**src/verilog/flsw_pkg.sv**
```systemverilog
`default_nettype none
package flsw_pkg;
   // flag status bit positions
   localparam int FLSW_BIT_READY     = 7;
   localparam int FLSW_BIT_ERASE_SUS = 6;
   localparam int FLSW_BIT_ERASE_ERR = 5;
   localparam int FLSW_BIT_PROG_ERR  = 4;
   localparam int FLSW_BIT_VPP_ERR   = 3;
   localparam int FLSW_BIT_PROG_SUS  = 2;
   localparam int FLSW_BIT_PROT_ERR  = 1;

   localparam logic [7:0] FLSW_FLAG_STATUS_RESET = 8'h00;
   localparam logic [7:0] FLSW_FLAG_STATUS_MASK  = 8'hFE;
   localparam int         FLSW_SYNC_STAGES       = 2;
   localparam logic [2:0] FLSW_BIT_COUNT_RESET   = 3'h0;

   // instruction opcodes
   localparam logic [7:0] FLSW_WRITE_ENABLE_CMD            = 8'h06;
   localparam logic [7:0] FLSW_WRITE_DISABLE_CMD           = 8'h04;
   localparam logic [7:0] FLSW_READ_FLAGS_CMD              = 8'h70;
   localparam logic [7:0] FLSW_CLEAR_FLAGS_CMD             = 8'h50;
   localparam logic [7:0] FLSW_SUSPEND_CMD                 = 8'h75;
   localparam logic [7:0] FLSW_RESUME_CMD                  = 8'h7A;
   localparam logic [7:0] FLSW_STATUS_WRITE_CMD            = 8'h01;
   localparam logic [7:0] FLSW_LOCK_WRITE_CMD              = 8'hE5;
   localparam logic [7:0] FLSW_OTP_PROGRAM_CMD             = 8'h42;
   localparam logic [7:0] FLSW_PAGE_PROGRAM_CMD            = 8'h02;
   localparam logic [7:0] FLSW_DUAL_FAST_PROGRAM_CMD       = 8'hA2;
   localparam logic [7:0] FLSW_DUAL_EXT_FAST_PROGRAM_CMD   = 8'hD2;
   localparam logic [7:0] FLSW_QUAD_FAST_PROGRAM_CMD       = 8'h32;
   localparam logic [7:0] FLSW_QUAD_EXT_FAST_PROGRAM_CMD   = 8'h12;
   localparam logic [7:0] FLSW_SUBSECTOR_ERASE_CMD         = 8'h20;
   localparam logic [7:0] FLSW_SECTOR_ERASE_CMD            = 8'hD8;
   localparam logic [7:0] FLSW_BULK_ERASE_CMD              = 8'hC7;
   localparam logic [7:0] FLSW_NONVOLATILE_CONFIG_WRITE_CMD = 8'hB1;

   typedef enum logic [2:0] {
      FLSW_OP_NONE,
      FLSW_OP_PROGRAM,
      FLSW_OP_OTP,
      FLSW_OP_ERASE,
      FLSW_OP_STATUS_WR,
      FLSW_OP_LOCK_WR,
      FLSW_OP_NVCR_WR
   } flsw_op_t;

   // protection verdicts from the lock and block-protect decoders
   typedef struct packed {
      logic sectorLockProtection;
      logic blockProtectProtection;
      logic otpLocked;
      logic statusWriteDisable;
   } flsw_prot_t;

   // one-cycle reports from the array engine
   typedef struct packed {
      logic done;
      logic verifyFail;
      logic oneOverZero;
      logic patternMul64;
   } flsw_eng_t;

   // what starts the array engine
   typedef struct packed {
      logic     start;
      flsw_op_t kind;
   } flsw_req_t;
endpackage
`default_nettype wire

```
**src/verilog/flsw_sync.sv**
```systemverilog
`default_nettype none
module flsw_sync
   import flsw_pkg::*;
#(
   parameter int WIDTH = 1
) (
   input  wire logic             clk,
   input  wire logic             rstn,
   input  wire logic [WIDTH-1:0] asyncIn,
   output logic      [WIDTH-1:0] syncOut
);
   logic [WIDTH-1:0] stage1_reg;

   // first stage feeds only the second
   always_ff @(posedge clk or negedge rstn) begin
      if (!rstn) begin
         stage1_reg <= '0;
         syncOut    <= '0;
      end else begin
         stage1_reg <= asyncIn;
         syncOut    <= stage1_reg;
      end
   end
endmodule
`default_nettype wire

```
**src/verilog/flsw_shifter.sv**
```systemverilog
`default_nettype none
module flsw_shifter
   import flsw_pkg::*;
(
   input  wire logic       clk,
   input  wire logic       rstn,
   input  wire logic       selected,
   input  wire logic       sclkRise,
   input  wire logic       dataIn,
   output logic      [7:0] byteOut,
   output logic            byteValid,
   output logic            firstByte,
   output logic            wholeBytes
);
   logic [2:0] bitCount_reg;
   logic [6:0] shift_reg;
   logic       opcodeDone_reg;

   always_ff @(posedge clk or negedge rstn) begin
      if (!rstn) begin
         bitCount_reg   <= FLSW_BIT_COUNT_RESET;
         shift_reg      <= 7'h00;
         byteOut        <= 8'h00;
         byteValid      <= 1'b0;
         firstByte      <= 1'b0;
         opcodeDone_reg <= 1'b0;
      end else if (!selected) begin
         bitCount_reg   <= FLSW_BIT_COUNT_RESET;
         byteValid      <= 1'b0;
         opcodeDone_reg <= 1'b0;
      end else begin
         byteValid <= 1'b0;
         if (sclkRise) begin
            bitCount_reg <= bitCount_reg + 3'h1;
            shift_reg    <= {shift_reg[5:0], dataIn};
            if (bitCount_reg == 3'h7) begin
               byteOut        <= {shift_reg, dataIn};
               byteValid      <= 1'b1;
               firstByte      <= !opcodeDone_reg;
               opcodeDone_reg <= 1'b1;
            end
         end
      end
   end

   assign wholeBytes = (bitCount_reg == FLSW_BIT_COUNT_RESET);
endmodule
`default_nettype wire

```
**src/verilog/flsw_flag_status.sv**
```systemverilog
`default_nettype none
module flsw_flag_status
   import flsw_pkg::*;
(
   input  wire logic       clk,
   input  wire logic       rstn,
   input  wire logic       sclkPin,
   input  wire logic       selectNPin,
   input  wire logic       dataInPin,
   input  wire logic       writeProtectNPin,
   input  wire logic       vppHighPin,
   output logic            dataOut,
   output logic            dataOutOe,
   input  wire logic       twoLineProtocol,
   input  wire logic       fourLineProtocol,
   input  wire logic       initDone,
   input  wire flsw_prot_t prot,
   input  wire flsw_eng_t  eng,
   output flsw_req_t       engReq,
   output logic            writeEnableLatch,
   output logic            writeInProgress,
   output logic      [7:0] flagStatus
);
   typedef enum logic [1:0] {
      FLSW_ST_INIT,
      FLSW_ST_READY,
      FLSW_ST_BUSY
   } flsw_state_t;

   flsw_state_t state_reg;
   flsw_state_t state_next;

   logic [3:0] pinSync;
   logic       sclkSync;
   logic       selectSync;
   logic       selectNSync;
   logic       dataSync;
   logic       vppSync;
   logic       wpNSync;
   logic       sclkPrev_reg;
   logic       selectNPrev_reg;
   logic       sclkRise;
   logic       sclkFall;
   logic       deselect;
   logic [7:0] rxByte;
   logic       rxValid;
   logic       rxFirst;
   logic       wholeBytes;
   logic [7:0] opcode_reg;
   logic       opcodeSeen_reg;
   logic       readFlags_reg;
   logic [7:0] txShift_reg;
   logic       eraseSus_reg;
   logic       progSus_reg;
   logic       eraseErr_reg;
   logic       progErr_reg;
   logic       vppErr_reg;
   logic       protErr_reg;
   logic       vppAtStart_reg;
   flsw_op_t   runKind_reg;
   flsw_op_t   cmdKind;
   logic       cmdBlocked;
   logic       cmdProtHit;
   logic       cmdValid;
   logic       cmdStart;
   logic       cmdProtRefuse;
   logic       clearFlags;
   logic       suspendHit;
   logic       resumeHit;
   logic [7:0] flagsNow;

   // classify an opcode into the modify kind it starts
   function automatic flsw_op_t decodeOp(input logic [7:0] op, input logic multiLine);
      flsw_op_t k;
      k = FLSW_OP_NONE;
      case (op)
         FLSW_PAGE_PROGRAM_CMD:             k = FLSW_OP_PROGRAM;
         FLSW_DUAL_FAST_PROGRAM_CMD,
         FLSW_DUAL_EXT_FAST_PROGRAM_CMD,
         FLSW_QUAD_FAST_PROGRAM_CMD,
         FLSW_QUAD_EXT_FAST_PROGRAM_CMD:    k = multiLine ? FLSW_OP_NONE : FLSW_OP_PROGRAM;
         FLSW_OTP_PROGRAM_CMD:              k = FLSW_OP_OTP;
         FLSW_SUBSECTOR_ERASE_CMD,
         FLSW_SECTOR_ERASE_CMD,
         FLSW_BULK_ERASE_CMD:               k = FLSW_OP_ERASE;
         FLSW_STATUS_WRITE_CMD:             k = FLSW_OP_STATUS_WR;
         FLSW_LOCK_WRITE_CMD:               k = FLSW_OP_LOCK_WR;
         FLSW_NONVOLATILE_CONFIG_WRITE_CMD: k = FLSW_OP_NVCR_WR;
         default:                           k = FLSW_OP_NONE;
      endcase
      return k;
   endfunction

   function automatic logic isProgram(input flsw_op_t k);
      return (k == FLSW_OP_PROGRAM) || (k == FLSW_OP_OTP);
   endfunction

   // pins arrive from the serial clock domain
   // active-low pins inverted so reset zeros match idle, no false edge
   flsw_sync #(
      .WIDTH (4)
   ) u_pinSync (
      .clk     (clk),
      .rstn    (rstn),
      .asyncIn ({sclkPin, dataInPin, vppHighPin, !writeProtectNPin}),
      .syncOut (pinSync)
   );

   flsw_sync #(
      .WIDTH (1)
   ) u_selSync (
      .clk     (clk),
      .rstn    (rstn),
      .asyncIn (!selectNPin),
      .syncOut (selectSync)
   );

   assign sclkSync = pinSync[3];
   assign dataSync = pinSync[2];
   assign vppSync  = pinSync[1];
   assign wpNSync  = !pinSync[0];
   assign selectNSync = !selectSync;

   always_ff @(posedge clk or negedge rstn) begin
      if (!rstn) begin
         sclkPrev_reg    <= 1'b0;
         selectNPrev_reg <= 1'b1;
      end else begin
         sclkPrev_reg    <= sclkSync;
         selectNPrev_reg <= selectNSync;
      end
   end

   assign sclkRise = sclkSync && !sclkPrev_reg && !selectNSync;
   assign sclkFall = !sclkSync && sclkPrev_reg && !selectNSync;
   assign deselect = selectNSync && !selectNPrev_reg;

   flsw_shifter u_shifter (
      .clk        (clk),
      .rstn       (rstn),
      .selected   (!selectNSync),
      .sclkRise   (sclkRise),
      .dataIn     (dataSync),
      .byteOut    (rxByte),
      .byteValid  (rxValid),
      .firstByte  (rxFirst),
      .wholeBytes (wholeBytes)
   );

   // opcode of the current frame
   always_ff @(posedge clk or negedge rstn) begin
      if (!rstn) begin
         opcode_reg     <= 8'h00;
         opcodeSeen_reg <= 1'b0;
      end else if (deselect) begin
         opcodeSeen_reg <= 1'b0;
      end else if (rxValid && rxFirst) begin
         opcode_reg     <= rxByte;
         opcodeSeen_reg <= 1'b1;
      end
   end

   // commands act at deselect, once the frame is complete
   always_comb begin
      cmdKind    = decodeOp(opcode_reg, twoLineProtocol || fourLineProtocol);
      cmdValid   = deselect && opcodeSeen_reg;
      clearFlags = cmdValid && (opcode_reg == FLSW_CLEAR_FLAGS_CMD);
      suspendHit = cmdValid && (opcode_reg == FLSW_SUSPEND_CMD) && (state_reg == FLSW_ST_BUSY);
      resumeHit  = cmdValid && (opcode_reg == FLSW_RESUME_CMD);
      cmdProtHit = 1'b0;
      cmdBlocked = protErr_reg;
      case (cmdKind)
         FLSW_OP_PROGRAM: begin
            cmdProtHit = prot.sectorLockProtection || prot.blockProtectProtection;
            cmdBlocked = protErr_reg || progErr_reg || vppErr_reg;
         end
         FLSW_OP_OTP: begin
            cmdProtHit = prot.otpLocked;
            cmdBlocked = protErr_reg || progErr_reg || vppErr_reg;
         end
         FLSW_OP_ERASE: begin
            cmdProtHit = prot.sectorLockProtection || prot.blockProtectProtection;
            cmdBlocked = protErr_reg || eraseErr_reg || vppErr_reg;
         end
         FLSW_OP_STATUS_WR: begin
            cmdProtHit = prot.statusWriteDisable && !wpNSync;
         end
         default: begin
            cmdProtHit = 1'b0;
         end
      endcase
      cmdStart = cmdValid && (cmdKind != FLSW_OP_NONE) && wholeBytes && writeEnableLatch
                 && (state_reg == FLSW_ST_READY) && !cmdBlocked && !cmdProtHit;
      cmdProtRefuse = cmdValid && (cmdKind != FLSW_OP_NONE) && wholeBytes && writeEnableLatch
                      && !cmdBlocked && cmdProtHit;
   end

   // controller state
   always_comb begin
      state_next = state_reg;
      case (state_reg)
         FLSW_ST_INIT: begin
            if (initDone) begin
               state_next = FLSW_ST_READY;
            end
         end
         FLSW_ST_READY: begin
            if (cmdStart) begin
               state_next = FLSW_ST_BUSY;
            end
         end
         FLSW_ST_BUSY: begin
            if (eng.done) begin
               state_next = FLSW_ST_READY;
            end
         end
         default: begin
            state_next = FLSW_ST_INIT;
         end
      endcase
   end

   always_ff @(posedge clk or negedge rstn) begin
      if (!rstn) begin
         state_reg <= FLSW_ST_INIT;
      end else begin
         state_reg <= state_next;
      end
   end

   always_ff @(posedge clk or negedge rstn) begin
      if (!rstn) begin
         writeInProgress <= 1'b1;
      end else begin
         writeInProgress <= (state_next != FLSW_ST_READY);
      end
   end

   // engine request, one cycle
   always_ff @(posedge clk or negedge rstn) begin
      if (!rstn) begin
         engReq         <= '{start: 1'b0, kind: FLSW_OP_NONE};
         runKind_reg    <= FLSW_OP_NONE;
         vppAtStart_reg <= 1'b0;
      end else begin
         engReq.start <= cmdStart;
         if (cmdStart) begin
            engReq.kind    <= cmdKind;
            runKind_reg    <= cmdKind;
            vppAtStart_reg <= vppSync;
         end
      end
   end

   always_ff @(posedge clk or negedge rstn) begin
      if (!rstn) begin
         writeEnableLatch <= 1'b0;
      end else if (cmdValid && wholeBytes) begin
         if (opcode_reg == FLSW_WRITE_ENABLE_CMD) begin
            writeEnableLatch <= 1'b1;
         end else if ((opcode_reg == FLSW_WRITE_DISABLE_CMD) || cmdStart || cmdProtRefuse) begin
            writeEnableLatch <= 1'b0;
         end
      end
   end

   // suspend indicators, device-owned
   always_ff @(posedge clk or negedge rstn) begin
      if (!rstn) begin
         eraseSus_reg <= 1'b0;
         progSus_reg  <= 1'b0;
      end else begin
         if (resumeHit) begin
            eraseSus_reg <= 1'b0;
            progSus_reg  <= 1'b0;
         end
         if (suspendHit && (runKind_reg == FLSW_OP_ERASE)) begin
            eraseSus_reg <= 1'b1;
         end
         if (suspendHit && isProgram(runKind_reg)) begin
            progSus_reg <= 1'b1;
         end
      end
   end

   // sticky errors: a set in the clear cycle wins
   // only clear-flags clears
   always_ff @(posedge clk or negedge rstn) begin
      if (!rstn) begin
         eraseErr_reg <= 1'b0;
         progErr_reg  <= 1'b0;
         vppErr_reg   <= 1'b0;
         protErr_reg  <= 1'b0;
      end else begin
         if (clearFlags) begin
            eraseErr_reg <= 1'b0;
            progErr_reg  <= 1'b0;
            vppErr_reg   <= 1'b0;
            protErr_reg  <= 1'b0;
         end
         if ((state_reg == FLSW_ST_BUSY) && eng.verifyFail && (runKind_reg == FLSW_OP_ERASE)) begin
            eraseErr_reg <= 1'b1;
         end
         if (cmdProtRefuse && (cmdKind == FLSW_OP_ERASE)) begin
            eraseErr_reg <= 1'b1;
         end
         if ((state_reg == FLSW_ST_BUSY) && eng.verifyFail && isProgram(runKind_reg)) begin
            progErr_reg <= 1'b1;
         end
         if ((state_reg == FLSW_ST_BUSY) && eng.oneOverZero && isProgram(runKind_reg)
             && vppAtStart_reg && vppSync && eng.patternMul64) begin
            progErr_reg <= 1'b1;
         end
         if (cmdProtRefuse && isProgram(cmdKind)) begin
            progErr_reg <= 1'b1;
         end
         if ((state_reg == FLSW_ST_BUSY) && vppAtStart_reg && !vppSync
             && ((runKind_reg == FLSW_OP_ERASE) || isProgram(runKind_reg))) begin
            vppErr_reg <= 1'b1;
         end
         if (cmdProtRefuse) begin
            protErr_reg <= 1'b1;
         end
      end
   end

   // protection error blocks all
   // blocking is in cmdBlocked; the flag already shows the failure

   always_comb begin
      flagsNow                     = FLSW_FLAG_STATUS_RESET;
      flagsNow[FLSW_BIT_READY]     = !writeInProgress;
      flagsNow[FLSW_BIT_ERASE_SUS] = eraseSus_reg;
      flagsNow[FLSW_BIT_ERASE_ERR] = eraseErr_reg;
      flagsNow[FLSW_BIT_PROG_ERR]  = progErr_reg;
      flagsNow[FLSW_BIT_VPP_ERR]   = vppErr_reg;
      flagsNow[FLSW_BIT_PROG_SUS]  = progSus_reg;
      flagsNow[FLSW_BIT_PROT_ERR]  = protErr_reg;
      flagsNow                     = flagsNow & FLSW_FLAG_STATUS_MASK;
   end

   always_ff @(posedge clk or negedge rstn) begin
      if (!rstn) begin
         flagStatus <= FLSW_FLAG_STATUS_RESET;
      end else begin
         flagStatus <= flagsNow;
      end
   end

   // read-flags: byte repeats while selected so polling needs one opcode
   always_ff @(posedge clk or negedge rstn) begin
      if (!rstn) begin
         readFlags_reg <= 1'b0;
         txShift_reg   <= 8'h00;
         dataOut       <= 1'b0;
         dataOutOe     <= 1'b0;
      end else if (selectNSync) begin
         readFlags_reg <= 1'b0;
         dataOutOe     <= 1'b0;
      end else if (rxValid && rxFirst) begin
         readFlags_reg <= (rxByte == FLSW_READ_FLAGS_CMD);
         txShift_reg   <= flagsNow;
      end else if (readFlags_reg && sclkFall) begin
         dataOut     <= txShift_reg[7];
         dataOutOe   <= 1'b1;
         txShift_reg <= {txShift_reg[6:0], txShift_reg[7]};
         if (wholeBytes) begin
            txShift_reg <= {flagsNow[6:0], flagsNow[7]};
            dataOut     <= flagsNow[7];
         end
      end
   end
endmodule
`default_nettype wire

```
**config.mk**
```make
export PLATFORM = sky130hd
export DESIGN_NAME = flsw_flag_status
export DESIGN_NICKNAME = d
export VERILOG_FILES = /design/src/verilog/flsw_pkg.sv /design/src/verilog/flsw_sync.sv /design/src/verilog/flsw_shifter.sv /design/src/verilog/flsw_flag_status.sv
export SDC_FILE = /design/constraint.sdc
export NUM_CORES = 1
export LEC_CHECK = 0
export BUFFER_PORTS_ARGS = -buffer_cell sky130_fd_sc_hd__buf_2
export CORE_ASPECT_RATIO = 2
export CORE_MARGIN = 8
export CORE_UTILIZATION = 55
export CTS_BUF_LIST = sky130_fd_sc_hd__clkbuf_4
export DETAILED_ROUTE_END_ITERATION = 7
export PLACE_DENSITY = 0.75
export SYNTH_ARGS = -nofsm -noshare
export SYNTH_HDL_FRONTEND = slang
export SYNTH_HIERARCHICAL = 1
export SYNTH_SLANG_ARGS = --single-unit
```
**constraint.sdc**
```tcl
create_clock -name clk -period 2.9 [get_ports clk]
set_input_delay 0.145 -clock clk [delete_from_list [all_inputs] [get_ports clk]]
set_output_delay 0.145 -clock clk [all_outputs]
set_load 0.03 [all_outputs]
```
# Word-level counts from Yosys, hierarchy flattened
# Index checks and enable logic that the tools add are counted.
word_totals:
  regBits: 75
  in_bits: 18
  out_inout_bits: 16
op_classes:
  addsub: 1
  eq_ne: 34
  mux: 40
  n_bitwise: 2
  reduce_logical: 83
op_table:
  columns: ["operator", "n"]
  rows:
  - ["$eq 8x8->1 const B", 6]
  - ["$eq 8x7->1 const B", 5]
  - ["$logic_and 1x1->1", 37]
  - ["$mux 1", 28]
  - ["$mux 8", 3]
  - ["$pmux 3 s7", 1]
  - ["$eq 8x3->1 const B", 2]
  - ["$eq 8x6->1 const B", 2]
  - ["$reduce_bool 2->1", 7]
  - ["$eq 3x2->1 const B", 4]
  - ["$reduce_and 2->1", 6]
  - ["$logic_not 1->1", 11]
  - ["$logic_or 1x1->1", 11]
  - ["$eq 8x1->1 const B", 1]
  - ["$eq 8x2->1 const B", 1]
  - ["$eq 8x5->1 const B", 1]
  - ["$ne 2x2->1 const B", 4]
  - ["$eq 3x1->1 const B", 2]
  - ["$eq 3x3->1 const B", 2]
  - ["$mux 2", 3]
  - ["$mux 3", 2]
  - ["$pmux 2 s3", 1]
  - ["$reduce_and 3->1", 2]
  - ["$reduce_bool 3->1", 2]
  - ["other kinds (13)", 16]

# Longest topological paths before layout
# Gate-level depths: netlist of the first run.
logic_depth:
  word_depth: 14
  mapped_depth: 11
  mapped_depth_nobuf: 10

# Modules after synthesis
# Netlist of the first run, hierarchy kept.
by_module_without_submodules:
  columns: ["mod", "n_inst", "cells_each", "area_each_um2", "seq_area_each_um2"]
  rows:
  - ["flsw_flag_status", 1, 221, 2255.9, 1103.6]
  - ["flsw_shifter", 1, 56, 853.3, 525.5]
  - ["flsw_sync at u_pinSync", 1, 8, 200.2, 200.2]
  - ["flsw_sync at u_selSync", 1, 2, 50.0, 50.0]

# Worst setup path before layout of the first run
# No wires, ideal clock.
synth_timing:
  path_type: "register -> register"
  start: "reg u_shifter.bitCount_reg[0]"
  end: "reg runKind_reg[0]"
  setup_ps: 128
  t_arrival_ps: 2227
  t_required_ps: 2772
  slack_ps: 546
  stages_incl_launch_ff: 12
  path_buffers: 1
  period_less_slack_ps: 2354
  path_cell_list: "dfrtp_1 > inv_1 > ha_1 > nor2b_1 > buf_2 > nand2_1 > nor3_1 > nand3b_1 > nor3_1 > a311oi_2 > nor3_4 > mux2_1"
synth_via:
  elab_chain_len: 6
synth_rtl:
  columns: ["item", "line", "text"]
  rows:
  - ["from (decl)", "flsw_shifter.sv:15", "logic [2:0] bitCount_reg;"]
  - ["from (signal assigned)", "flsw_shifter.sv:34", "bitCount_reg <= bitCount_reg + 3'h1;"]
  - ["$logic_not 3->1", "flsw_shifter.sv:46", "assign wholeBytes = (bitCount_reg == FLSW_BIT_COUNT_RESET);"]
  - ["via wholeBytes", "flsw_flag_status.sv:48", "logic wholeBytes;"]
  - ["$logic_and 1x1->1 (2 in a row)", "flsw_flag_status.sv:192", "cmdStart = cmdValid && (cmdKind != FLSW_OP_NONE) && wholeBytes && writeEnableLatch"]
  - ["$logic_and 1x1->1 (3 in a row)", "flsw_flag_status.sv:193", "&& (state_reg == FLSW_ST_READY) && !cmdBlocked && !cmdProtHit;"]
  - ["to (signal assigned)", "flsw_flag_status.sv:249", "runKind_reg <= cmdKind;"]
  - ["to (decl)", "flsw_flag_status.sv:60", "flsw_op_t runKind_reg;"]
# The timed path passes the listed nets, and every way through them passes these cells.
# A chain may end at the register's enable or synchronous reset.

# Final worst setup path of the first run
layout_timing:
  start: "reg opcode_reg[4]"
  end: "reg vppAtStart_reg"
layout_via:
  elab_chain_len: 10
  elab_cells_between_ends: 32
  classes_between: "eq/ne: 16; mux: 3; reduce/logical: 13"
layout_rtl:
  columns: ["item", "line", "text"]
  rows:
  - ["from (decl)", "flsw_flag_status.sv:49", "logic [7:0] opcode_reg;"]
  - ["from (signal assigned)", "flsw_flag_status.sv:158", "opcode_reg <= rxByte;"]
  - ["$eq 8x8->1 (tied with other cells)", "flsw_flag_status.sv:76", "case (op)"]
  - ["$reduce_or 4->1 or $reduce_or 3->1 (tied branches)", "flsw_flag_status.sv:76", null]
  - ["$pmux 3 s7 (*)", "flsw_flag_status.sv:76", null]
  - ["branches (longest 6 deep; another with $eq 3x1->1)", null, null]
  - ["$logic_and 1x1->1 (*)", "flsw_flag_status.sv:193", null]
  - ["to (signal assigned)", "flsw_flag_status.sv:250", "vppAtStart_reg <= vppSync;"]
  - ["to (decl)", "flsw_flag_status.sv:59", "logic vppAtStart_reg;"]
# Every way passes the cells marked *.

==> results.sh, run 1 <==
export IMPL_drt_iter0_markers=173
export IMPL_detailedPlacementHpwl_um=4786
export IMPL_cap_viol_max_count=0
export IMPL_run_status="finished clean"
export IMPL_postSynth_topFlopCell="sky130_fd_sc_hd__dfrtp_1"
export IMPL_post_synth_fa_ha_maj_area_fraction_pct=1.117
export IMPL_power_ir_vdd_worst_mv=0.4707
export IMPL_timing_worst_slew_pin_value_ns=0.6506
export IMPL_diodes=0
export IMPL_crit_fanout=13
export IMPL_rsz0062_at_grt="no"
export IMPL_count_of_unique_library_cells_instantiated_by_yosys=57
export IMPL_synth_fp_nets=308
export IMPL_clk_path_buf_depth=2
export IMPL_overflow=0
export IMPL_worst_hold_path_num_cells=3
export IMPL_cts_max_level=3
export IMPL_clock_skew_ns=0.01112
export IMPL_drtAntennaViolNets=0
export IMPL_drt_pass1_iter_count=4
export IMPL_class_of_the_most_critical_hold_timing_path="in -> reg"
export IMPL_final_setup_worst_slack_ns=0.4024
export IMPL_synthArstFlopShare_pct=100.0
export IMPL_crit_type="reg -> reg"
export IMPL_route_layer_met1_wl_um=2383
export IMPL_hold_viol=0
export IMPL_post_route_drc_count=0
export IMPL_layout_area_seq_mm2=0.001879
export IMPL_met3RoutedLength_um=228
export IMPL_n_fill_cell=466
export IMPL_synth_ff_latch_count=75
export IMPL_yosys_warnings=6
export IMPL_first_global_vias=2405
export IMPL_setup_viol_count_final=0
export IMPL_first_pass_grt_wire_length_um=11050
export IMPL_cts_tree="yes"
export IMPL_r2r_end="vppAtStart_reg"
export IMPL_vias=2314
export IMPL_cp_data_arrival_time_ns=2.81
export IMPL_synth_simple_gate_area_share_pct=17.62
export IMPL_grt_max_degree=30
export IMPL_critPathLaunchType="flip-flop"
export IMPL_per_cell_routed_wire_length_um=16.14
export IMPL_cts_root_buf="sky130_fd_sc_hd__clkbuf_4"
export IMPL_die_width_um=71.27
export IMPL_hold_path_startpoint="eng[2]"
export IMPL_total_negative_slack_ns=0
export IMPL_share_of_cell_area_taken_by_muxes_after_synthesis_pct=12.63
export IMPL_crit_required_ns=3.21
export IMPL_synth_edff_count=0
export IMPL_clk_transition_reported_paths_ns=0.11
export IMPL_finalWorstPathRequiredPeriod_ns=2.498
export IMPL_start_util_pct=56.41
export IMPL_end_kind="flip-flop"
export IMPL_switchingPower_mw=0.4502
export IMPL_ioPinCount=34
export IMPL_buffer_ports_inserted=32
export IMPL_setup_bufs_post_cts=0
export IMPL_footprint_of_the_multi_input_gates_mm2=0.001383
export IMPL_r2r_worst_path_cells=7
export IMPL_dr_max_layer_used="met4"
export IMPL_worstReg2RegStart="opcode_reg[4]"
export IMPL_detail_route_wirelength_um=6438
export IMPL_synth_compound_area_share_pct=9.162
export IMPL_synthesis_instances=287
export IMPL_routed_wl_met2_um=3549
export IMPL_cts_sinks=75
export IMPL_clk_latency_ns=0.43
export IMPL_final_net_count=352
export IMPL_comb_power_share_pct=6.1
export IMPL_sequentialPowerShare_pct=54.9
export IMPL_largest_family_of_logic_cells_by_synthesized_area="simple AND/OR/NAND/NOR gates"
export IMPL_viasPerCell=5.799
export IMPL_p_sw_share_pct=22.18
export IMPL_postPlaceCellArea_mm2=0.003580
export IMPL_clock_fmax_mhz=400.4
export IMPL_p_per_area_mw_per_mm2=529.6
export IMPL_synthesis_area_per_instance_um2=11.71
export IMPL_netlist_area_mm2=0.003359
export IMPL_total_power_mw=2.030
export IMPL_area_growth_syn_to_layout_pct=14.08
export IMPL_clkPwrFrac_pct=39.0
export IMPL_drive_above_1_share_pct=26.49
export IMPL_antenna_found_initial=0
export IMPL_cell_internal_pwr_mw=1.580
export IMPL_cts_inserted_buffers=9
export IMPL_core_region_area_mm2=0.005956
export IMPL_final_cell_area_mm2=0.003832
export IMPL_cellLeakagePower_nw=1.867
export IMPL_hold_end="eraseErr_reg"
export IMPL_synthXorXnorAreaFrac_pct=0.5214
export IMPL_reg2reg_slack_ns=0.40
export IMPL_gpl_final_weighted_congestion=0.8498
export IMPL_grtUsageTotal_pct=15.66
export IMPL_post_place_ws_ns=0.4109
export IMPL_timing_final_max_slew_violations=0
export IMPL_sequential_cell_area_fraction_in_the_yosys_report_pct=55.94
export IMPL_y_dimension_of_the_die_um=126.5
export IMPL_final_period_utilization_pct=86.12
export IMPL_dieArea_mm2=0.009017
export IMPL_slew_headroom_pct=56.46
export IMPL_holdWs_ns=0.04044
export IMPL_placement_rows=40
==> metal layers <==
layer  GRT usage, %  up-vias
met5              0        -
met4          11.99        0
met3          3.631       20
met2          27.51       40
met1          15.16     1147
li1               -     1107
==> critical path, cell delays in order, from the launching register on <==
cell and delay, ns:
sky130_fd_sc_hd__dfrtp_1 0.53, sky130_fd_sc_hd__or4_1 0.61, sky130_fd_sc_hd__a21oi_2 0.17, sky130_fd_sc_hd__a21o_4 0.13, sky130_fd_sc_hd__mux2i_1 0.08, sky130_fd_sc_hd__a31o_4 0.24
sky130_fd_sc_hd__nor3_4 0.27, sky130_fd_sc_hd__mux2_1 0.35
==> placed cells by master, fill, tap and decap left out, types with 7 or more instances in the layout <==
cell	n
sky130_fd_sc_hd__nand2_1	28
sky130_fd_sc_hd__inv_1	9
sky130_fd_sc_hd__nor2b_1	7
sky130_fd_sc_hd__dlygate4sd3_1	7
sky130_fd_sc_hd__clkbuf_4	9
sky130_fd_sc_hd__dfrtp_1	73
sky130_fd_sc_hd__buf_2	32
sky130_fd_sc_hd__o21ai_0	12
sky130_fd_sc_hd__nand3_1	7
sky130_fd_sc_hd__nor2_1	17
sky130_fd_sc_hd__mux2_2	23
sky130_fd_sc_hd__mux2i_1	12
sky130_fd_sc_hd__a21oi_1	10
==> area by class of cell <==
type                            instances  share of cell area (%)
Sequential cell                        75                   49.04
Timing Repair Buffer                   45                   7.182
Multi-Input combinational cell        191                   36.08
Clock inverter                          7                   3.004
Inverter                                9                  0.8815
Tap cell                               63                   2.057
Clock buffer                            9                   1.763
==> cell families after synthesis <==
group / Yosys count
buffers and inverters: 21
XOR/XNOR: 2
multiplexers: 39
AO/OA/AOI/OAI: 44
AND/OR/NAND/NOR: 102
adder cells (fa/ha/maj): 3
flip-flops: 75
other: 1
==> timing repair <==
action / 4_1_cts / 5_1_grt
gates resized for setup: 0 / 0
endpoints found under the hold margin: 32 / 0
endpoints found under the setup margin: 0 / 0
hold buffers: 7 / 0
==> how the worst max path moves through the flow <==
stage                         startpoint  depth (start not counted)  slack, ns        endpoint
5_1_grt        u_shifter/bitCount_reg[0]                         10       0.24  vppAtStart_reg
3_5_place_dp               opcode_reg[4]                          7       0.41  runKind_reg[1]
6_report                   opcode_reg[4]                          7       0.40  vppAtStart_reg
2_1_floorplan  u_shifter/bitCount_reg[0]                         11       0.55  runKind_reg[0]
4_1_cts        u_shifter/bitCount_reg[0]                         10       0.39  runKind_reg[1]
3_3_place_gp               opcode_reg[4]                          7       0.47  runKind_reg[1]
==> power by group through the flow <==
stage	sequential, mW	clock, mW	combinational, mW
2_1_floorplan	1.14	0	0.0603
3_3_place_gp	1.13	0	0.116
3_5_place_dp	1.14	0	0.119
4_1_cts	1.11	0.817	0.127
5_1_grt	1.12	0.851	0.141
6_report	1.11	0.792	0.124
==> per-stage QoR <==
| stage | std cells | utilization (%) |
|---|---|---|
| 2_1_floorplan | 287 | - |
| 3_3_place_gp | 376 | 60.11 |
| 4_1_cts | 399 | 64.35 |
| 5_1_grt | 399 | 64.35 |
| 6_report | 399 | 64.35 |
| 3_5_place_dp | 376 | 60.11 |
==> cell usage after synthesis, types with 2 or more instances <==
master	instances	share of area, %
sky130_fd_sc_hd__clkbuf_1	5	0.56
sky130_fd_sc_hd__and2_1	3	0.56
sky130_fd_sc_hd__nor3_1	4	0.60
sky130_fd_sc_hd__nand3b_1	5	1.1
sky130_fd_sc_hd__dfstp_2	2	1.6
sky130_fd_sc_hd__mux2_1	4	1.3
sky130_fd_sc_hd__o21ai_0	12	1.8
sky130_fd_sc_hd__mux2i_1	12	3.6
sky130_fd_sc_hd__dfrtp_1	73	54
sky130_fd_sc_hd__buf_2	3	0.45
sky130_fd_sc_hd__nor2_1	17	1.9
sky130_fd_sc_hd__nand4_1	2	0.37
sky130_fd_sc_hd__nand2b_1	4	0.74
sky130_fd_sc_hd__nor3b_1	3	0.67
sky130_fd_sc_hd__o21ai_1	3	0.45
sky130_fd_sc_hd__ha_1	3	1.1
sky130_fd_sc_hd__nor2b_1	7	1.3
sky130_fd_sc_hd__nand2_1	28	3.1
sky130_fd_sc_hd__buf_4	4	0.89
sky130_fd_sc_hd__or4_1	2	0.45
sky130_fd_sc_hd__nand3_1	7	1.0
sky130_fd_sc_hd__o22ai_1	2	0.37
sky130_fd_sc_hd__nor4b_1	2	0.52
sky130_fd_sc_hd__mux2_2	23	7.7
sky130_fd_sc_hd__nand4b_1	3	0.78
sky130_fd_sc_hd__inv_1	9	1.0
sky130_fd_sc_hd__nor4_1	3	0.56
sky130_fd_sc_hd__or3b_1	2	0.52
sky130_fd_sc_hd__a21oi_1	10	1.5
sky130_fd_sc_hd__a21o_1	3	0.67
No activity file was read; power rests on OpenSTA's default activity.
==> run 2: changes to the inputs <==
BUFFER_PORTS_ARGS = unset   (was -buffer_cell sky130_fd_sc_hd__buf_2)
DONT_BUFFER_PORTS = 1   (was unset)
PLACE_DENSITY = 0.7   (was 0.75)
==> run 2 against run 1 <==
Compared with the run above: flip-flop and latch count did not move; first-iteration DRC count fell by 51%; combinational power is 17% lower; setup slack worse by 0.029 ns; register-to-register slack got worse by 0.03 ns; count of clock-buffer cells in the layout increased by 3; routed wire length shrank 3.7%; via count decreased by 7.9%; die area stayed put; power is 13% lower; sequential share of layout area increased by 2.6 points; critical path type unchanged; largest cell class unchanged.
==> results.sh, run 2 (synthesized netlist as in run 1, its figures left out) <==
export IMPL_setup_bufs_post_cts=0
export IMPL_drt_iter0_markers=84
export IMPL_per_cell_routed_wire_length_um=16.80
export IMPL_switchingPower_mw=0.4200
export IMPL_y_dimension_of_the_die_um=126.5
export IMPL_hold_path_startpoint="eng[2]"
export IMPL_gpl_final_weighted_congestion=0.8155
export IMPL_slew_headroom_pct=55.80
export IMPL_cellLeakagePower_nw=1.718
export IMPL_p_sw_share_pct=23.91
export IMPL_fin_cells=369
export IMPL_slowest_stage="sky130_fd_sc_hd__or4_1"
export IMPL_reg2reg_slack_ns=0.37
export IMPL_crit_type="reg -> reg"
export IMPL_cell_internal_pwr_mw=1.337
export IMPL_first_pass_grt_wire_length_um=10390
export IMPL_clk_path_buf_depth=2
export IMPL_crit_path_start="opcode_reg[6]"
export IMPL_groute_layer_met1_usage_pct=14.95
export IMPL_slowest_delay_ns=0.54
export IMPL_clock_fmax_mhz=395.8
export IMPL_detail_route_wirelength_um=6198
export IMPL_worstReg2RegStart="opcode_reg[6]"
export IMPL_detailedPlacementHpwl_um=4427
export IMPL_first_global_vias=2145
export IMPL_comb_power_share_pct=5.9
export IMPL_final_cell_area_mm2=0.003640
export IMPL_drtAntennaViolNets=0
export IMPL_clock_skew_ns=0.01547
export IMPL_antenna_found_initial=0
export IMPL_crit_fanout=12
export IMPL_area_growth_syn_to_layout_pct=8.343
export IMPL_timing_worst_slew_pin_value_ns=0.6606
export IMPL_clk_transition_reported_paths_ns=0.10
export IMPL_clkPwrFrac_pct=30.1
export IMPL_r2r_end="runKind_reg[0]"
export IMPL_post_place_ws_ns=0.4185
export IMPL_postPlaceCellArea_mm2=0.003412
export IMPL_mostFrequentLayoutCells="73 x sky130_fd_sc_hd__dfrtp_1, 28 x sky130_fd_sc_hd__nand2_1, 23 x sky130_fd_sc_hd__mux2_2, 17 x sky130_fd_sc_hd__nor2_1"
export IMPL_clk_latency_ns=0.42
export IMPL_crit_required_ns=3.19
export IMPL_dieArea_mm2=0.009017
export IMPL_cts_max_level=3
export IMPL_sequentialPowerShare_pct=64.0
export IMPL_timing_final_max_slew_violations=0
export IMPL_count_of_placed_standard_cells_including_taps=343
export IMPL_holdWs_ns=0.1737
export IMPL_diodes=0
export IMPL_viasPerCell=5.775
export IMPL_run_status="finished clean"
export IMPL_drt_pass1_iter_count=4
export IMPL_cp_data_arrival_time_ns=2.82
export IMPL_critical_path_n_buffers_inverters=0
export IMPL_placement_rows=40
export IMPL_cts_sinks=75
export IMPL_overflow=0
export IMPL_final_net_count=322
export IMPL_cts_tree="yes"
export IMPL_class_of_the_most_critical_hold_timing_path="in -> reg"
export IMPL_critPathLaunchType="flip-flop"
export IMPL_post_route_drc_count=0
export IMPL_end_kind="flip-flop"
export IMPL_core_region_area_mm2=0.005956
export IMPL_globalRouteMet3Util_pct=4.657
export IMPL_start_util_pct=56.41
export IMPL_final_setup_worst_slack_ns=0.3737
export IMPL_total_negative_slack_ns=0
export IMPL_cts_inserted_buffers=9
export IMPL_grt_most_used_layer="met2"
export IMPL_cap_viol_max_count=0
export IMPL_drive_above_1_share_pct=18.30
export IMPL_rsz0062_at_grt="no"
export IMPL_hold_end="progErr_reg"
export IMPL_ioPinCount=34
export IMPL_setup_viol_count_final=0
export IMPL_buffer_ports_inserted=0
export IMPL_vias=2131
export IMPL_worst_hold_path_num_cells=3
export IMPL_hold_viol=0
export IMPL_r2r_worst_path_cells=7
export IMPL_finalWorstPathRequiredPeriod_ns=2.526
export IMPL_p_per_area_mw_per_mm2=482.7
export IMPL_grtUsageTotal_pct=15.08
export IMPL_critical_path_cell_chain="or4_1 -> nor2_1 -> a211oi_2 -> nor4_2 -> a311oi_2 -> nor3_4 -> mux2_1"
export IMPL_power_ir_vdd_worst_mv=0.3440
export IMPL_n_fill_cell=492
export IMPL_grt_use_met2_pct=25.87
export IMPL_cts_root_buf="sky130_fd_sc_hd__clkbuf_4"
export IMPL_grt_max_degree=76
export IMPL_die_width_um=71.27
export IMPL_final_period_utilization_pct=87.12
export IMPL_cp_top_family="simple AND/OR/NAND/NOR gates"
export IMPL_most_frequent_standard_cell_in_the_layout_excluding_fill_and_tap_cells="sky130_fd_sc_hd__dfrtp_1"
==> run 2: what timing repair did <==
action                     4_1_cts  5_1_grt
setup endpoints to repair        0        0
resized for setup                0        0
hold endpoints to repair        83        0
hold buffers                    10        0
==> run 2: worst min-delay path, cell delays in order <==
cell                      delay (ns)
sky130_fd_sc_hd__a41oi_1        0.04
sky130_fd_sc_hd__o41a_1         0.30
sky130_fd_sc_hd__o21ai_0        0.06
==> run 2: power groups by stage <==
stage	registers [mW]	logic [mW]	clock network (mW)
after global routing	1.13	0.119	0.600
after global placement	1.15	0.0684	0
final	1.12	0.103	0.529
after detailed placement	1.15	0.0700	0
after floorplan	1.14	0.0603	0
after CTS	1.13	0.106	0.557
==> run 2: per-stage QoR <==
stage | util (%) | total power, mW
3_5_place_dp | 57.29 | 1.218
4_1_cts | 61.11 | 1.789
6_report | 61.11 | 1.757
3_3_place_gp | 57.29 | 1.215
2_1_floorplan | - | 1.199
5_1_grt | 61.11 | 1.850
==> run 2: routing by layer <==
metal | vias up | part of all wire, %
li1 | 1049 | -
met1 | 1029 | 37
met2 | 40 | 55
met3 | 13 | 4.0
met4 | 0 | 3.4
met5 | - | 0
==> run 2: final cells by class <==
type / instances / area, um^2 / area share, %
clock inverters: 4 / 20.02 / 0.5500
flip-flops and latches: 75 / 1879 / 51.63
inverters: 9 / 33.78 / 0.9282
well taps: 63 / 78.83 / 2.166
repair buffers: 15 / 155.1 / 4.263
multi-input cells: 191 / 1383 / 37.99
clock buffers: 12 / 90.09 / 2.475
==> run 2: worst max-delay path by stage <==
stage               slack [ns]  depth (start not counted)        endpoint
detailed placement        0.42                          7  runKind_reg[0]
floorplan                 0.55                         11  runKind_reg[0]
global placement          0.44                          7  vppAtStart_reg
CTS                       0.39                          7  runKind_reg[0]
finish                    0.37                          7  runKind_reg[0]
global route              0.22                          7  vppAtStart_reg
==> run 3: changes to the inputs <==
HOLD_SLACK_MARGIN = 0.05   (was unset)
PLACE_DENSITY = unset   (was 0.7)
PLACE_DENSITY_LB_ADDON = 0.3   (was unset)
==> run 3 against run 2 <==
Compared with the run above: flip-flop and latch count unchanged; combinational power about the same; worst hold slack improved by 0.012 ns; via count rose by 2.4%; utilization unchanged; final cell count increased by 0.27%; critical path type unchanged; highest routed layer unchanged.
==> results.sh, run 3 (synthesized netlist as in run 1, its figures left out) <==
export IMPL_power_ir_vdd_worst_mv=0.3782
export IMPL_r2r_end="runKind_reg[2]"
export IMPL_clk_path_buf_depth=2
export IMPL_overflow=0
export IMPL_clk_transition_reported_paths_ns=0.10
export IMPL_timing_worst_slew_pin_value_ns=0.6708
export IMPL_buffer_ports_inserted=0
export IMPL_vias=2183
export IMPL_post_route_util_pct=61.11
export IMPL_start_util_pct=56.41
export IMPL_per_cell_routed_wire_length_um=17.19
export IMPL_crit_required_ns=3.20
export IMPL_cap_viol_max_count=0
export IMPL_groute_layer_met1_usage_pct=14.79
export IMPL_area_growth_syn_to_layout_pct=8.343
export IMPL_final_net_count=322
export IMPL_cts_max_level=3
export IMPL_crit_type="reg -> reg"
export IMPL_timing_final_max_slew_violations=0
export IMPL_final_cell_area_mm2=0.003640
export IMPL_grt_use_met2_pct=27.78
export IMPL_finalWorstPathRequiredPeriod_ns=2.537
export IMPL_cts_tree="yes"
export IMPL_hold_path_startpoint="eng[2]"
export IMPL_fin_cells=370
export IMPL_first_global_vias=2236
export IMPL_r2r_worst_path_cells=7
export IMPL_clk_latency_ns=0.43
export IMPL_drtAntennaViolNets=0
export IMPL_clock_fmax_mhz=394.2
export IMPL_final_period_utilization_pct=87.47
export IMPL_total_negative_slack_ns=0
export IMPL_p_per_area_mw_per_mm2=479.0
export IMPL_hold_viol=0
export IMPL_die_width_um=71.27
export IMPL_globalRouteMet3Util_pct=4.499
export IMPL_placement_rows=40
export IMPL_post_cts_resized=0
export IMPL_grt_max_degree=76
export IMPL_ioPinCount=34
export IMPL_cts_sinks=75
export IMPL_cts_hold_buffers=10
export IMPL_detailedPlacementHpwl_um=4527
export IMPL_crit_fanout=12
export IMPL_total_power_mw=1.744
export IMPL_cp_data_arrival_time_ns=2.84
export IMPL_reg2reg_slack_ns=0.36
export IMPL_detail_route_wirelength_um=6360
export IMPL_postPlaceCellArea_mm2=0.003412
export IMPL_count_of_placed_standard_cells_including_taps=343
export IMPL_cts_inserted_buffers=9
export IMPL_crit_path_start="opcode_reg[6]"
export IMPL_setup_viol_count_final=0
export IMPL_slew_headroom_pct=54.98
export IMPL_class_of_the_most_critical_hold_timing_path="in -> reg"
export IMPL_end_kind="flip-flop"
export IMPL_dieArea_mm2=0.009017
export IMPL_clock_skew_ns=0.01577
export IMPL_grtUsageTotal_pct=15.47
export IMPL_drt_pass1_iter_count=4
export IMPL_cellLeakagePower_nw=1.714
export IMPL_cts_root_buf="sky130_fd_sc_hd__clkbuf_4"
export IMPL_critPathLaunchType="flip-flop"
export IMPL_cp_endpoint="runKind_reg[2]"
export IMPL_drt_iter0_markers=138
export IMPL_most_frequent_standard_cell_in_the_layout_excluding_fill_and_tap_cells="sky130_fd_sc_hd__dfrtp_1"
export IMPL_drive_above_1_share_pct=17.97
export IMPL_gpl_final_weighted_congestion=0.8405
export IMPL_grt_most_used_layer="met2"
export IMPL_y_dimension_of_the_die_um=126.5
export IMPL_run_status="finished clean"
export IMPL_antenna_found_initial=1
export IMPL_post_route_drc_count=0
export IMPL_core_region_area_mm2=0.005956
export IMPL_setup_bufs_post_cts=0
export IMPL_worstReg2RegStart="opcode_reg[6]"
export IMPL_first_pass_grt_wire_length_um=10720
export IMPL_mostFrequentLayoutCells="73 x sky130_fd_sc_hd__dfrtp_1, 28 x sky130_fd_sc_hd__nand2_1, 23 x sky130_fd_sc_hd__mux2_2, 17 x sky130_fd_sc_hd__nor2_1"
export IMPL_rsz0062_at_grt="no"
export IMPL_viasPerCell=5.900
## run 3: cell count changes in the layout (fill, tap and decap cells not counted)
cell / change
sky130_fd_sc_hd__clkinv_1: +1
sky130_fd_sc_hd__clkbuf_4: -2
sky130_fd_sc_hd__clkinv_4: +1
sky130_fd_sc_hd__diode_2: +1
## run 3: through the flow
| step | setup WS (ns) | hold slack [ns] |
|---|---|---|
| 2_1_floorplan | 0.5455 | -0.1506 |
| 3_3_place_gp | 0.4573 | -0.1484 |
| 3_5_place_dp | 0.4041 | -0.1482 |
| 4_1_cts | 0.3540 | 0.1438 |
| 5_1_grt | 0.1467 | 0.1942 |
| 6_report | 0.3634 | 0.1856 |
## run 3: how the worst min path moves through the flow
stage                                end  cells after the start
floorplan                        dataOut                      0
global placement    u_pinSync/syncOut[1]                      0
detailed placement  u_pinSync/syncOut[1]                      0
CTS                          progErr_reg                      3
global route                 progErr_reg                      3
finish                       progErr_reg                      3
## run 3: final cells by class
cell class | instances | area, um^2
antenna | 1 | 2.502
clock buffer | 10 | 75.07
clock inverter | 6 | 32.53
fill | 471 | 2316
inverter | 9 | 33.78
multi-input combinational | 191 | 1383
sequential | 75 | 1879
tap | 63 | 78.83
timing repair buffer | 15 | 155.1
## run 3: power by group
part,internal (mW),switching (mW)
Combinational,0.0490,0.0546
Sequential,1.09,0.0351
Clock,0.177,0.339
## run 3: worst max-delay path, stage by stage, from the launching register on
cell and delay (ns):
sky130_fd_sc_hd__dfrtp_1 0.50, sky130_fd_sc_hd__or4_1 0.55, sky130_fd_sc_hd__nor2_1 0.17, sky130_fd_sc_hd__a211oi_2 0.16
sky130_fd_sc_hd__nor4_2 0.29, sky130_fd_sc_hd__a311oi_2 0.11, sky130_fd_sc_hd__nor3_4 0.27, sky130_fd_sc_hd__mux2_1 0.37
## run 3: metal layers
metal	wire (um)	vias to the layer above
li1	-	1049
met2	3672	42
met5	0	-
met4	168	0
met1	2269	1080
met3	250	12
